==> src/design/irf_pkg.sv <==
// package of offsets, field positions and reset values for the request flag bank
package irf_pkg;
   // ****************************************
   // register offsets (byte addresses)
   // ****************************************
   localparam logic [1:0] OFF_BANK0_LOW  = 2'h0;
   localparam logic [1:0] OFF_BANK0_HIGH = 2'h1;
   localparam logic [1:0] OFF_BANK1_LOW  = 2'h2;
   localparam logic [1:0] OFF_BANK1_HIGH = 2'h3;
   // ****************************************
   // layout and reset values
   // ****************************************
   localparam int          NUM_REGS      = 4;
   localparam int          NUM_SRC       = 32;
   localparam logic [7:0]  FLAGS_RESET   = 8'h00;
   localparam int          TIMER51_BIT   = 19;
   // access kinds on the processor port
   typedef enum logic [3:0] {
      ACC_NONE = 4'h1,
      ACC_BYTE = 4'h2,
      ACC_BIT  = 4'h4,
      ACC_WORD = 4'h8
   } irf_acc_t;
endpackage

==> src/design/irf_top.sv <==
// pending-flag bank of the interrupt controller with processor access port
`timescale 1ns/1ps
module irf_top (
   input  wire logic        mclk,
   input  wire logic        rst,
   input  wire logic [31:0] src_req,
   input  wire logic        timer51_request,
   input  wire logic        carrier_timer_output_signal,
   input  wire logic        timer51_carrier_mode,
   input  wire logic        ack_valid,
   input  wire logic [4:0]  ack_src,
   input  wire logic        acc_en,
   input  wire logic [3:0]  acc_kind,
   input  wire logic        acc_write,
   input  wire logic [1:0]  acc_addr,
   input  wire logic [2:0]  acc_bit,
   input  wire logic [15:0] acc_wdata,
   output logic      [15:0] acc_rdata_r,
   output logic      [31:0] pending_r
);
   // ****************************************
   // request sources
   // ****************************************
   logic [31:0] req_all;
   logic        timer51_src;

   // carrier output stands in for the match request in carrier mode
   always_comb begin
      if (timer51_carrier_mode) begin
         timer51_src = carrier_timer_output_signal;
      end else begin
         timer51_src = timer51_request;
      end
   end

   // the timer51 line of the source vector is never used directly
   always_comb begin
      req_all                       = src_req;
      req_all[irf_pkg::TIMER51_BIT] = timer51_src;
   end

   // ****************************************
   // acknowledge decode
   // ****************************************
   logic [31:0] ack_vec;

   always_comb begin
      ack_vec = 32'h0000_0000;
      if (ack_valid) begin
         ack_vec[ack_src] = 1'b1;
      end
   end

   // ****************************************
   // access decode
   // ****************************************
   logic       acc_wr;
   logic       acc_rd;
   logic [3:0] byte_sel;
   logic [3:0] word_sel;
   logic [7:0] bit_mask;

   assign acc_wr = acc_en & acc_write;
   assign acc_rd = acc_en & ~acc_write;

   // one-hot select of the addressed byte register
   always_comb begin
      case (acc_addr)
         irf_pkg::OFF_BANK0_LOW:  byte_sel = 4'h1;
         irf_pkg::OFF_BANK0_HIGH: byte_sel = 4'h2;
         irf_pkg::OFF_BANK1_LOW:  byte_sel = 4'h4;
         irf_pkg::OFF_BANK1_HIGH: byte_sel = 4'h8;
         default:                 byte_sel = 4'h0;
      endcase
   end

   // word access ignores the low address bit
   always_comb begin
      if (acc_addr[1]) begin
         word_sel = 4'hC;
      end else begin
         word_sel = 4'h3;
      end
   end

   always_comb begin
      bit_mask          = 8'h00;
      bit_mask[acc_bit] = 1'b1;
   end

   // ****************************************
   // write steering
   // ****************************************
   logic [3:0] wr_en;
   logic [7:0] wr_mask [irf_pkg::NUM_REGS];
   logic [7:0] wr_data [irf_pkg::NUM_REGS];

   always_comb begin
      for (int i = 0; i < irf_pkg::NUM_REGS; i++) begin
         wr_en[i]   = 1'b0;
         wr_mask[i] = 8'h00;
         wr_data[i] = 8'h00;
      end
      if (acc_wr) begin
         case (acc_kind)
            irf_pkg::ACC_BYTE: begin
               // whole byte replaced, a request in the same cycle still sets its flag
               for (int i = 0; i < irf_pkg::NUM_REGS; i++) begin
                  if (byte_sel[i]) begin
                     wr_en[i]   = 1'b1;
                     wr_mask[i] = 8'hFF;
                     wr_data[i] = acc_wdata[7:0];
                  end
               end
            end
            irf_pkg::ACC_BIT: begin
               // only the chosen flag changes, neighbours kept
               for (int i = 0; i < irf_pkg::NUM_REGS; i++) begin
                  if (byte_sel[i]) begin
                     wr_en[i]   = 1'b1;
                     wr_mask[i] = bit_mask;
                     wr_data[i] = {8{acc_wdata[0]}} & bit_mask;
                  end
               end
            end
            irf_pkg::ACC_WORD: begin
               for (int i = 0; i < irf_pkg::NUM_REGS; i++) begin
                  if (word_sel[i]) begin
                     wr_en[i]   = 1'b1;
                     wr_mask[i] = 8'hFF;
                  end
               end
               // low byte register takes bits 7:0, high byte register bits 15:8
               wr_data[0] = acc_wdata[7:0];
               wr_data[1] = acc_wdata[15:8];
               wr_data[2] = acc_wdata[7:0];
               wr_data[3] = acc_wdata[15:8];
            end
            default: begin
               // no access kind or an invalid one: ignored
               wr_en = 4'h0;
            end
         endcase
      end
   end

   // ****************************************
   // flag registers
   // ****************************************
   logic [7:0]  pending_flags_bank0_low;
   logic [7:0]  pending_flags_bank0_high;
   logic [7:0]  pending_flags_bank1_low;
   logic [7:0]  pending_flags_bank1_high;
   logic [15:0] pending_flags_bank0_word;
   logic [15:0] pending_flags_bank1_word;
   logic [31:0] flags;

   irf_flag_byte u_bank0_low (
      .mclk    (mclk),
      .rst     (rst),
      .hw_set  (req_all[7:0]),
      .ack_clr (ack_vec[7:0]),
      .wr_en   (wr_en[0]),
      .wr_mask (wr_mask[0]),
      .wr_data (wr_data[0]),
      .flags_r (pending_flags_bank0_low)
   );

   irf_flag_byte u_bank0_high (
      .mclk    (mclk),
      .rst     (rst),
      .hw_set  (req_all[15:8]),
      .ack_clr (ack_vec[15:8]),
      .wr_en   (wr_en[1]),
      .wr_mask (wr_mask[1]),
      .wr_data (wr_data[1]),
      .flags_r (pending_flags_bank0_high)
   );

   irf_flag_byte u_bank1_low (
      .mclk    (mclk),
      .rst     (rst),
      .hw_set  (req_all[23:16]),
      .ack_clr (ack_vec[23:16]),
      .wr_en   (wr_en[2]),
      .wr_mask (wr_mask[2]),
      .wr_data (wr_data[2]),
      .flags_r (pending_flags_bank1_low)
   );

   irf_flag_byte u_bank1_high (
      .mclk    (mclk),
      .rst     (rst),
      .hw_set  (req_all[31:24]),
      .ack_clr (ack_vec[31:24]),
      .wr_en   (wr_en[3]),
      .wr_mask (wr_mask[3]),
      .wr_data (wr_data[3]),
      .flags_r (pending_flags_bank1_high)
   );

   // bank pairs as the processor's 16-bit view, high byte on top
   assign pending_flags_bank0_word = {pending_flags_bank0_high, pending_flags_bank0_low};
   assign pending_flags_bank1_word = {pending_flags_bank1_high, pending_flags_bank1_low};
   assign flags                    = {pending_flags_bank1_word, pending_flags_bank0_word};

   // ****************************************
   // read path
   // ****************************************
   logic [7:0]  byte_rd;
   logic        bit_rd;
   logic [15:0] word_rd;
   logic [15:0] acc_rdata_nxt;

   always_comb begin
      case (acc_addr)
         irf_pkg::OFF_BANK0_LOW:  byte_rd = pending_flags_bank0_low;
         irf_pkg::OFF_BANK0_HIGH: byte_rd = pending_flags_bank0_high;
         irf_pkg::OFF_BANK1_LOW:  byte_rd = pending_flags_bank1_low;
         irf_pkg::OFF_BANK1_HIGH: byte_rd = pending_flags_bank1_high;
         default:                 byte_rd = 8'h00;
      endcase
   end

   always_comb begin
      bit_rd = byte_rd[acc_bit];
      if (acc_addr[1]) begin
         word_rd = pending_flags_bank1_word;
      end else begin
         word_rd = pending_flags_bank0_word;
      end
   end

   // read data shows flags as they stood before the access edge
   always_comb begin
      case (acc_kind)
         irf_pkg::ACC_BYTE: acc_rdata_nxt = {8'h00, byte_rd};
         irf_pkg::ACC_BIT:  acc_rdata_nxt = {15'h0, bit_rd};
         irf_pkg::ACC_WORD: acc_rdata_nxt = word_rd;
         default:           acc_rdata_nxt = 16'h0000;
      endcase
   end

   // read data holds until the next read
   always_ff @(posedge mclk) begin
      if (rst) begin
         acc_rdata_r <= {2{irf_pkg::FLAGS_RESET}};
      end else if (acc_rd) begin
         acc_rdata_r <= acc_rdata_nxt;
      end
   end

   // ****************************************
   // pending view
   // ****************************************
   // feeds the arbiter outside; a lower bit has a higher default priority
   always_ff @(posedge mclk) begin
      if (rst) begin
         pending_r <= {irf_pkg::NUM_REGS{irf_pkg::FLAGS_RESET}};
      end else begin
         pending_r <= flags;
      end
   end
endmodule

==> src/design/irf_flag_byte.sv <==
// one 8-bit pending-flag register with a single masked write path shared by byte, bit and word writes
`timescale 1ns/1ps
module irf_flag_byte (
   input  wire logic       mclk,
   input  wire logic       rst,
   input  wire logic [7:0] hw_set,
   input  wire logic [7:0] ack_clr,
   input  wire logic       wr_en,
   input  wire logic [7:0] wr_mask,
   input  wire logic [7:0] wr_data,
   output logic      [7:0] flags_r
);
   logic [7:0] flags_nxt;

   always_comb begin
      flags_nxt = flags_r & ~ack_clr;
      if (wr_en) begin
         // written bits replace stored bits, others kept
         flags_nxt = (flags_nxt & ~wr_mask) | (wr_data & wr_mask);
      end
      flags_nxt = flags_nxt | hw_set;
   end

   always_ff @(posedge mclk) begin
      if (rst) begin
         flags_r <= irf_pkg::FLAGS_RESET;
      end else begin
         flags_r <= flags_nxt;
      end
   end
endmodule

==> config.mk <==
export PLATFORM = sky130hd
export DESIGN_NAME = irf_top
export DESIGN_NICKNAME = d
export VERILOG_FILES = /design/src/design/irf_pkg.sv /design/src/design/irf_top.sv /design/src/design/irf_flag_byte.sv
export SDC_FILE = /design/constraint.sdc
export NUM_CORES = 1
export LEC_CHECK = 0
export ABC_AREA = 1
export ABC_CLOCK_PERIOD_IN_PS = 2250
export BUFFER_PORTS_ARGS = -buffer_cell sky130_fd_sc_hd__clkbuf_2
export CAP_MARGIN = 40
export CORE_MARGIN = 3
export CORE_UTILIZATION = 40
export DETAILED_ROUTE_END_ITERATION = 10
export GPL_ROUTABILITY_DRIVEN = 0
export PLACE_DENSITY = 0.71
export SETUP_SLACK_MARGIN = 0.1
export SYNTH_ARGS = -nofsm -noshare
export SYNTH_HDL_FRONTEND = slang
export SYNTH_SLANG_ARGS = --single-unit
==> constraint.sdc <==
create_clock -name mclk -period 2.25 [get_ports mclk]
set_clock_uncertainty 0.1 [all_clocks]
set_input_delay 0.45 -clock mclk [delete_from_list [all_inputs] [get_ports mclk]]
set_output_delay 0.45 -clock mclk [all_outputs]
set_load 0.02 [all_outputs]
After elaboration in Yosys (flattened, before gate mapping)
Index checks and enable logic that the tools add are counted.
Word-level totals
  bits in registers: 80
  bits of input ports: 70
  output and inout port bits: 48
  logic and storage cells: 103
Operators by class
  $lt $le $gt $ge: 4
  eq/ne operators: 6
  multiplexer cells: 51
  bitwise gates (word level): 32
  reduce and logical (&&, ||, !) cells: 4
Operator list (number)
  8-bit 2-to-1 mux: 24
  32-bit one-hot mux with 3 select lines: 2
  8-bit AND: 13
  32-bit 2-to-1 mux: 3
  8-bit inverter: 8
  8-bit OR: 8
  16-bit one-hot mux with 3 select lines: 1
  8-bit one-hot mux with 4 select lines: 1
  16-bit 2-to-1 mux: 1
  4-bit one-hot mux with 4 select lines: 1
  1-bit 2-to-1 mux: 12
  4-bit 2-to-1 mux: 2
  4-bit one-hot mux with 2 select lines: 1
  5-bit by 6-bit less-than comparator with 1-bit output, second input constant: 1
  1-bit demux with 5-bit select: 1
  5-bit by 1-bit >= comparator with 1-bit output, second input constant: 1
  2-bit == test, second input constant: 2
  4-bit by 2-bit == test with 1-bit output, second input constant: 1
  4-bit by 3-bit == test with 1-bit output, second input constant: 1
  4-bit == test, second input constant: 1
  3-bit by 4-bit less-than comparator with 1-bit output, second input constant: 1
  1-bit binary-select mux with 3-bit select: 1
  1-bit demux with 3-bit select: 1
  3-bit by 1-bit >= comparator with 1-bit output, second input constant: 1
  6 further kinds: 8

Depth between registers and ports, before layout
Gate-level depths: netlist of the first run.
  depth in word-level cells: 12
  gate-level depth with buffers: 13
  mapped depth without buffers: 13

Modules after synthesis
From an unflattened synthesis of the first run, not the netlist that was laid out.
Unflattened totals
  cell total of the unflattened synthesis: 949
  area total of the unflattened synthesis: 5320.1 µm²
Modules (own cells, without submodules)
  irf_top: times used 1, cells each 585, area an instance 3293.2 µm², sequential area each 960.9 µm²
  irf_flag_byte: times used 4, cells each 91, area an instance 506.7 µm², sequential area each 160.2 µm²

Worst setup path before layout of the first run
No wires, ideal clock.
  kind: input to register
  start point: input acc_kind[0]
  end point: register u_bank1_low.flags_r[1]
  setup time: 110 ps
  arrival: 1554 ps
  data required time: 2040 ps
  setup slack: 486 ps
  cell stages on the path: 11
  buffers on the path: 1
  path through: nor2_2 nand3_2 nor2_1 inv_1 buf_2 o21ai_0 nand2_1 nand2_1 nand3b_1 nand2_1 inv_1
On the way
  word-level cells in the longest chain between the ends: 8
  elaborated cells on any way between the ends: 16
  classes of those cells: eq/ne: 3; mux: 7; bitwise: 5; reduce/logical: 1
RTL lines
  start, declared: RTL line irf_top.sv:13  | input wire logic [3:0] acc_kind,
  4-bit == test, or another cell as far along: RTL line irf_top.sv:105  | case (acc_kind)
  32-bit one-hot mux with 3 select lines: RTL line irf_top.sv:105
  32-bit 2-to-1 mux: RTL line irf_top.sv:104  | if (acc_wr) begin
  8-bit inverter: RTL line irf_flag_byte.sv:19  | flags_nxt = (flags_nxt & ~wr_mask) | (wr_data & wr_mask);
  8-bit AND: RTL line irf_flag_byte.sv:19
  8-bit OR: RTL line irf_flag_byte.sv:19
  8-bit 2-to-1 mux *: RTL line irf_flag_byte.sv:17  | if (wr_en) begin
  8-bit OR *: RTL line irf_flag_byte.sv:21  | flags_nxt = flags_nxt | hw_set;
  end signal, assigned: RTL line irf_flag_byte.sv:26  | flags_r <= irf_pkg::FLAGS_RESET;
  end signal, assigned: RTL line irf_flag_byte.sv:28  | flags_r <= flags_nxt;
  end, declared: RTL line irf_flag_byte.sv:11  | output logic [7:0] flags_r
Every way passes the cells marked *; elsewhere a longest branch is shown, timed or not.
A chain may end at the register's enable or synchronous reset.

Final worst setup path of the first run
  start point: input acc_kind[0]
  end point: register u_bank1_low.flags_r[7]
The elaborated chain is that of the path after synthesis.

==> flow_summary.yaml, run 1 <==
layout:
  layout_commonest_cell: "nand2_1"
  nFillCells: 1150
  nets: 948
  design_area_um2: 5789
  areaGrowthSynthToFinish_pct: 27.50
  layout_common_cells: "196 x nand2_1, 116 x clkbuf_2, 105 x inv_1"
  drive_gt1_share_pct: 21.63
  n_antenna_cell: 0
outcome:
  status: "completed"
timing:
  hold_violations: 0
  fin_crit_sh_pct: 81.04
  fin_setup_tns_ps: 0
  max_freq_mhz: 548.4
  fin_crit_ps: 1824
  setup_slack_ps: 426.5
  tightest_slew_ps: 576.9
  maxSlewViolCount: 0
  setup_viol: 0
  slew-limit-headroom_pct: 61.24
  rsz0062_at_grt: "no"
clock_tree:
  cts.reportedPaths.clkPinSlew_ps: 70
  post_cts_buffers: 0
  ctsResizeCount: 0
  cts_tree: "yes"
  htree_levels: 3
  cts_buffer_depth: 2
  insertion_delay_ps: 340
  cts_sinks: 80
  cts-root-buf: "clkbuf_16"
  postCtsHoldBufs: 0
  cts_buffers: 9
grt:
  gr-total-overflow: 0
  grt_pass1_vias: 4742
  top_usage_layer: "met2"
  groute.layer.met2.usage_pct: 37.76
  met1_usage_pct: 34.53
  grt_usage_pct: 24.76
  grt_max_degree: 32
  antenna_found_initial: 0
  grt_pass1_wl_mm: 24.59
  use_met3_pct: 5.768
route:
  wl_per_cell_um: 15.51
  drt_iter0_markers: 737
  num_vias: 5325
  drtPass1Iterations: 5
  drc: 0
  drt_wl_total_mm: 15.87
  postRouteAntennaNets: 0
  via_per_inst: 5.205
hold_path:
  min_path_type: "in -> reg"
placed_design:
  place_area_um2: 5459
  portBuffers: 116
  dp_slack_ps: 128.6
  dp_hpwl_mm: 12.49
synthesis:
  yosys_warnings: 0
  ys_ff_latch: 80
  syn_area_um2: 4541
  synth_edf_count: 0
  synth_cells: 739
  syn_nets: 809
  yosys_most_used_dff: "dfxtp_1"
  synth-async-reset-ratio_pct: 0
  syn-mean-instance-area_um2: 6.144
  seq_area_frac_synth_pct: 35.27
  synth_cell_type_count: 32
critical_path:
  crit_top_cell: "nor2_1"
  crit_arrival_ps: 1970
  setup.worst_path.end_class: "flip-flop"
  max_stage_delay_ps: 220
  worstPathRequired_ps: 2390
  path_cells: "clkbuf_2 > nor2_2 > nand3_2 > nor2_1 > inv_1 > nor2_1 > nor2_1 > nor2_1 > nor2_1 > o21ai_0 > nand3_1 > nand2_1 > inv_1"
  cp_max_fo: 11
  critPathSlowestCell: "nor2_1"
  start_kind: "input port"
  cp_top_family: "simple AND/OR/NAND/NOR gates"
  critPathKind: "in -> reg"
  cp_num_buf_inv: 3
flow_run:
  drv_cap: 0
die:
  start_util_pct: 41.34
  dieHeight_um: 112.5
  dieArea_um2: 12670
  io_pins: 118
  placementRows: 38
  dieWidth_um: 112.5
  coreArea_um2: 10980
power_and_ir_drop:
  leakage_nw: 2.933
  powerDensity_nw_per_um2: 645.1
  ir_drop_v: 0.0003418
-- report_power, final --
part           internal [W]  total (W)  switching (W)
combinational      0.000200   0.000597       0.000397
clock               0.00101    0.00161       0.000601
sequential          0.00149    0.00153      0.0000369
-- state kept, by name (all words and copies together), names as in the netlist --
signal                flops
acc_rdata_r              16
u_bank0_low.flags_r       8
u_bank1_high.flags_r      8
u_bank1_low.flags_r       8
pending_r                32
u_bank0_high.flags_r      8
-- synthesized netlist by cell type (2+ instances only) --
cell	n	area [um^2]
o221ai_1	3	26.28
clkinv_1	2	7.510
o21ai_0	61	305.3
clkbuf_1	18	67.56
and3_1	2	12.51
dfxtp_1	80	1602
nand3_2	2	20.02
nand2_2	5	31.28
o31ai_1	7	52.55
nor3_1	17	85.08
nor2_1	76	285.3
buf_2	2	10.01
nand3_1	42	210.2
a21oi_1	65	325.3
nand2_1	196	735.7
nor2_4	4	45.04
o21ai_1	11	55.05
buf_4	2	15.01
nor2_2	3	18.77
a22o_1	3	26.28
o21bai_1	2	15.01
inv_2	9	33.78
o22ai_1	7	43.79
nand3b_1	6	45.04
inv_1	105	394.1
o211ai_1	3	22.52
-- final timing paths --
path                           startpoint                     end  slack (ps)  cells after the start
setup reg to reg  u_bank1_high.flags_r[4]          acc_rdata_r[0]         830                     10
hold / removal                 src_req[5]  u_bank0_low.flags_r[5]         210                      3
hold reg to reg            acc_rdata_r[3]          acc_rdata_r[3]         360                      2
setup / recovery              acc_kind[0]  u_bank1_low.flags_r[7]         430                     13
-- worst register-to-register path, cell delays in order, from the launching register on --
cell     delay (ps)
dfxtp_1         390
nand2_1         100
nand3_1         140
nand2_1          90
nand3_1          70
nand2_1          50
nor2_1          100
nand3_1          90
nand2_1          60
nand2_1          50
a21oi_1         110
-- cell type report --
class	count	area (um^2)	area share [%]
multi-input cells	521	2411	41.65
flip-flops and latches	80	1602	27.66
repair buffers	150	835.8	14.44
inverters	116	435.4	7.521
clock buffers	10	239.0	4.128
well taps	140	175.2	3.026
clock inverters	6	91.34	1.578
-- stage by stage --
step	power (W)	cells	hold WS, ps	util (%)
after floorplan	0.001888	739	312.7	-
after global placement	0.002138	1007	353.5	49.70
after detailed placement	0.002144	1007	354.9	49.70
after CTS	0.003746	1023	205.1	52.71
after global routing	0.003887	1023	221.9	52.71
final	0.003735	1023	208.7	52.71
-- layer usage --
metal / vias to the layer above / share of wire, %
met5: - / 0
met4: 0 / 2.5
met3: 29 / 11
met2: 312 / 43
met1: 2334 / 44
li1: 2650 / -
-- cells by family (layout without fill, tap and decap cells) --
family | Yosys count | after routing | synth area share (%)
simple gates | 354 | 354 | 32.93
compound gates | 166 | 166 | 19.92
buf+inv | 138 | 282 | 11.63
flops | 80 | 80 | 35.27
mux | 1 | 1 | 0.2480
Power figures use the tool's default switching activity.
==> inputs of run 2 (changes only) <==
--- a/config.mk
+++ b/config.mk
@@ -5,15 +5,15 @@
 export SDC_FILE = /design/constraint.sdc
 export NUM_CORES = 1
 export LEC_CHECK = 0
-export ABC_AREA = 1
-export ABC_CLOCK_PERIOD_IN_PS = 2250
+export ABC_AREA = 0
+export ABC_CLOCK_PERIOD_IN_PS = 1450
 export BUFFER_PORTS_ARGS = -buffer_cell sky130_fd_sc_hd__clkbuf_2
 export CAP_MARGIN = 40
 export CORE_MARGIN = 3
 export CORE_UTILIZATION = 40
 export DETAILED_ROUTE_END_ITERATION = 10
 export GPL_ROUTABILITY_DRIVEN = 0
-export PLACE_DENSITY = 0.71
+export PLACE_DENSITY = 0.73
 export SETUP_SLACK_MARGIN = 0.1
 export SYNTH_ARGS = -nofsm -noshare
 export SYNTH_HDL_FRONTEND = slang
==> constraint.sdc (replaced) <==
create_clock -name mclk -period 1.45 [get_ports mclk]
set_clock_uncertainty 0.1 [all_clocks]
set_input_delay 0.29 -clock mclk [delete_from_list [all_inputs] [get_ports mclk]]
set_output_delay 0.29 -clock mclk [all_outputs]
set_load 0.02 [all_outputs]
==> flow_summary.yaml, run 2 <==
layout:
  reg_top3: "pending_r (32), acc_rdata_r (16)"
  n_antenna_cell: 0
  nets: 849
  utilization_pct: 67.30
  layout_commonest_cell: "buf_4"
  layout_common_cells: "130 x buf_4, 112 x clkbuf_2, 80 x dfxtp_1"
  drive_gt1_share_pct: 51.53
  largest_reg_flops: 32
  areaGrowthSynthToFinish_pct: 59.70
  largest_register: "pending_r"
synthesis:
  yosys_warnings: 0
  synth-async-reset-ratio_pct: 0
  synth_edf_count: 0
  yosys.area.top_type_share_pct: 34.16
  synth_common_cells: "80 x dfxtp_1, 37 x a221oi_1, 33 x nand2_1, 32 x nor2b_1, 31 x nor2_1"
  yosys.area.top_type: "dfxtp_1"
  yosys_most_used_dff: "dfxtp_1"
  syn_nets: 606
  synthTopCellsByArea: "dfxtp_1 34%, a221oi_1 6.9%, nor2b_1 4.3%"
  syn-mean-instance-area_um2: 8.747
  synth_cells: 536
  syn_area_um2: 4688
  ys_ff_latch: 80
  synth.most_common_cell: "dfxtp_1"
  seq_area_frac_synth_pct: 34.16
  synth_cell_type_count: 63
route:
  postRouteAntennaNets: 0
  num_vias: 6209
  drtPass1Iterations: 6
  drt_iter0_markers: 906
  wl_per_cell_um: 24.16
  drc: 0
  drt_wl_total_mm: 22.32
  via_per_inst: 6.720
timing:
  fin_crit_ps: 1892
  fin_crit_sh_pct: 130.5
  rsz0062_at_grt: "yes"
  setup_slack_ps: -441.7
  max_freq_mhz: 528.6
  slew-limit-headroom_pct: 67.04
  tightest_slew_ps: 494.4
  hold_violations: 0
  setup_viol: 41
  whs_ps: 72.33
  maxSlewViolCount: 0
critical_path:
  setup.worst_path.end_class: "flip-flop"
  critPathSlowestCell: "or4b_4"
  worstPathRequired_ps: 1610
  cp_max_fo: 7
  start_kind: "input port"
  critPathKind: "in -> reg"
  cp_num_buf_inv: 2
  r2r-start: "u_bank0_high.flags_r[4]"
  reg2regPathDepth: 5
  r2r_slack_ps: -190
  crit_top_cell: "buf_6"
  max_stage_delay_ps: 590
  crit_arrival_ps: 2050
  r2r-end: "acc_rdata_r[0]"
  cp_top_family: "simple AND/OR/NAND/NOR gates"
  path_cells: "buf_6 > buf_6 > or4b_4 > nor2_4 > a221oi_2 > or3_1 > a31oi_1"
hold_path:
  holdPathStages: 3
  hold_end: "u_bank0_high.flags_r[4]"
  min_path_type: "in -> reg"
  min-delay-start: "src_req[12]"
power_and_ir_drop:
  powerDensity_nw_per_um2: 868.8
  leakage_nw: 3.219
  ir_drop_v: 0.0007186
  p_int_w: 0.004659
  p_clk_share_pct: 40.4
  p_comb_share_pct: 22.8
  swShare_pct: 28.38
  p_sw_w: 0.001846
  seqPwrFrac_pct: 36.8
clock_tree:
  cts_buffers: 9
  postCtsHoldBufs: 0
  cts_sinks: 80
  cts_tree: "yes"
  insertion_delay_ps: 340
  htree_levels: 3
  cts_buffer_depth: 2
  cts-root-buf: "clkbuf_16"
  cts.reportedPaths.clkPinSlew_ps: 60
die:
  coreArea_um2: 11130
  placementRows: 38
  dieHeight_um: 114.3
  dieWidth_um: 114.3
  dieArea_um2: 13060
  io_pins: 118
  start_util_pct: 42.14
outcome:
  status: "complete, but fails checks"
  failed_checks: "negative setup slack"
grt:
  gr-total-overflow: 0
  grt_usage_pct: 30.77
  grt_pass1_wl_mm: 31.28
  grt_max_degree: 43
  antenna_found_initial: 0
  grt_pass1_vias: 5751
placed_design:
  portBuffers: 116
  dp_hpwl_mm: 14.69
flow_run:
  drv_cap: 0
run 2: metal layers:
layer / vias up / global-route usage [%] / part of all wire, %
met3: 194 / 8.404 / 15
met4: 0 / 15.60 / 8.1
met5: - / 0 / 0
li1: 2548 / - / -
met2: 638 / 47.46 / 43
met1: 2829 / 39.45 / 34
run 2: worst max-delay path by stage:
| stage | startpoint | to | cells past startpoint |
|---|---|---|---|
| 2_1_floorplan | acc_kind[3] | u_bank1_high.flags_r[7] | 8 |
| 3_3_place_gp | acc_kind[1] | u_bank1_low.flags_r[3] | 7 |
| 3_5_place_dp | acc_kind[1] | u_bank1_low.flags_r[2] | 7 |
| 4_1_cts | acc_kind[3] | u_bank1_low.flags_r[4] | 7 |
| 5_1_grt | acc_kind[3] | u_bank0_low.flags_r[1] | 9 |
| 6_report | acc_kind[3] | u_bank1_high.flags_r[5] | 7 |
run 2: stage by stage:
| step | std cells | setup WS [ps] | total power [W] | area (um^2) | setup TNS, ps |
|---|---|---|---|---|---|
| 2_1_floorplan | 536 | -564.9 | 0.003026 | 4763 | -19700 |
| 3_3_place_gp | 885 | -748.6 | 0.003615 | 6360 | -28510 |
| 3_5_place_dp | 885 | -810.8 | 0.003643 | 6360 | -29910 |
| 4_1_cts | 912 | -390.9 | 0.006306 | 7051 | -11060 |
| 5_1_grt | 924 | -484.7 | 0.006666 | 7487 | -14840 |
| 6_report | 924 | -441.7 | 0.006505 | 7487 | -13350 |
run 2: cells by family (layout without fill, tap and decap cells):
logic type | after synthesis | after routing | share of synthesized area [%]
AOI/OAI and AO/OA | 178 | 178 | 28.21
and+or+nand+nor | 187 | 187 | 23.03
DFF | 80 | 80 | 34.16
muxes | 33 | 33 | 8.967
buffers and inverters | 57 | 305 | 5.444
xor gates and xnor gates | 1 | 1 | 0.1869
run 2: final cells by class:
| class | count | area, um^2 |
|---|---|---|
| Inverter | 15 | 56.30 |
| Sequential cell | 80 | 1602 |
| Clock buffer | 10 | 229.0 |
| Tap cell | 140 | 175.2 |
| Timing Repair Buffer | 274 | 1963 |
| Clock inverter | 6 | 115.1 |
| Fill cell | 801 | 3638 |
| Multi-Input combinational cell | 399 | 3347 |
run 2: tightest hold or removal path, delay by kind of cell:
| family | cells | cell delay [ps] |
|---|---|---|
| AO/OA/AOI/OAI | 1 | 40 |
| buffers and inverters | 2 | 130 |
run 2: repair_timing:
action                     CTS  global route
gates cloned                 1             1
pin swaps                   30            45
gates resized for setup     57            80
hold endpoints to repair     0             0
setup endpoints to repair   48            48
setup buffers               10            12
run 2: power by group through the flow:
stage	sequential, W	combinational, W	clock (W)
final	0.00239	0.00148	0.00263
after CTS	0.00238	0.00129	0.00264
after detailed placement	0.00243	0.00122	0
after global routing	0.00239	0.00154	0.00274
after global placement	0.00242	0.00119	0
after floorplan	0.00248	0.000545	0
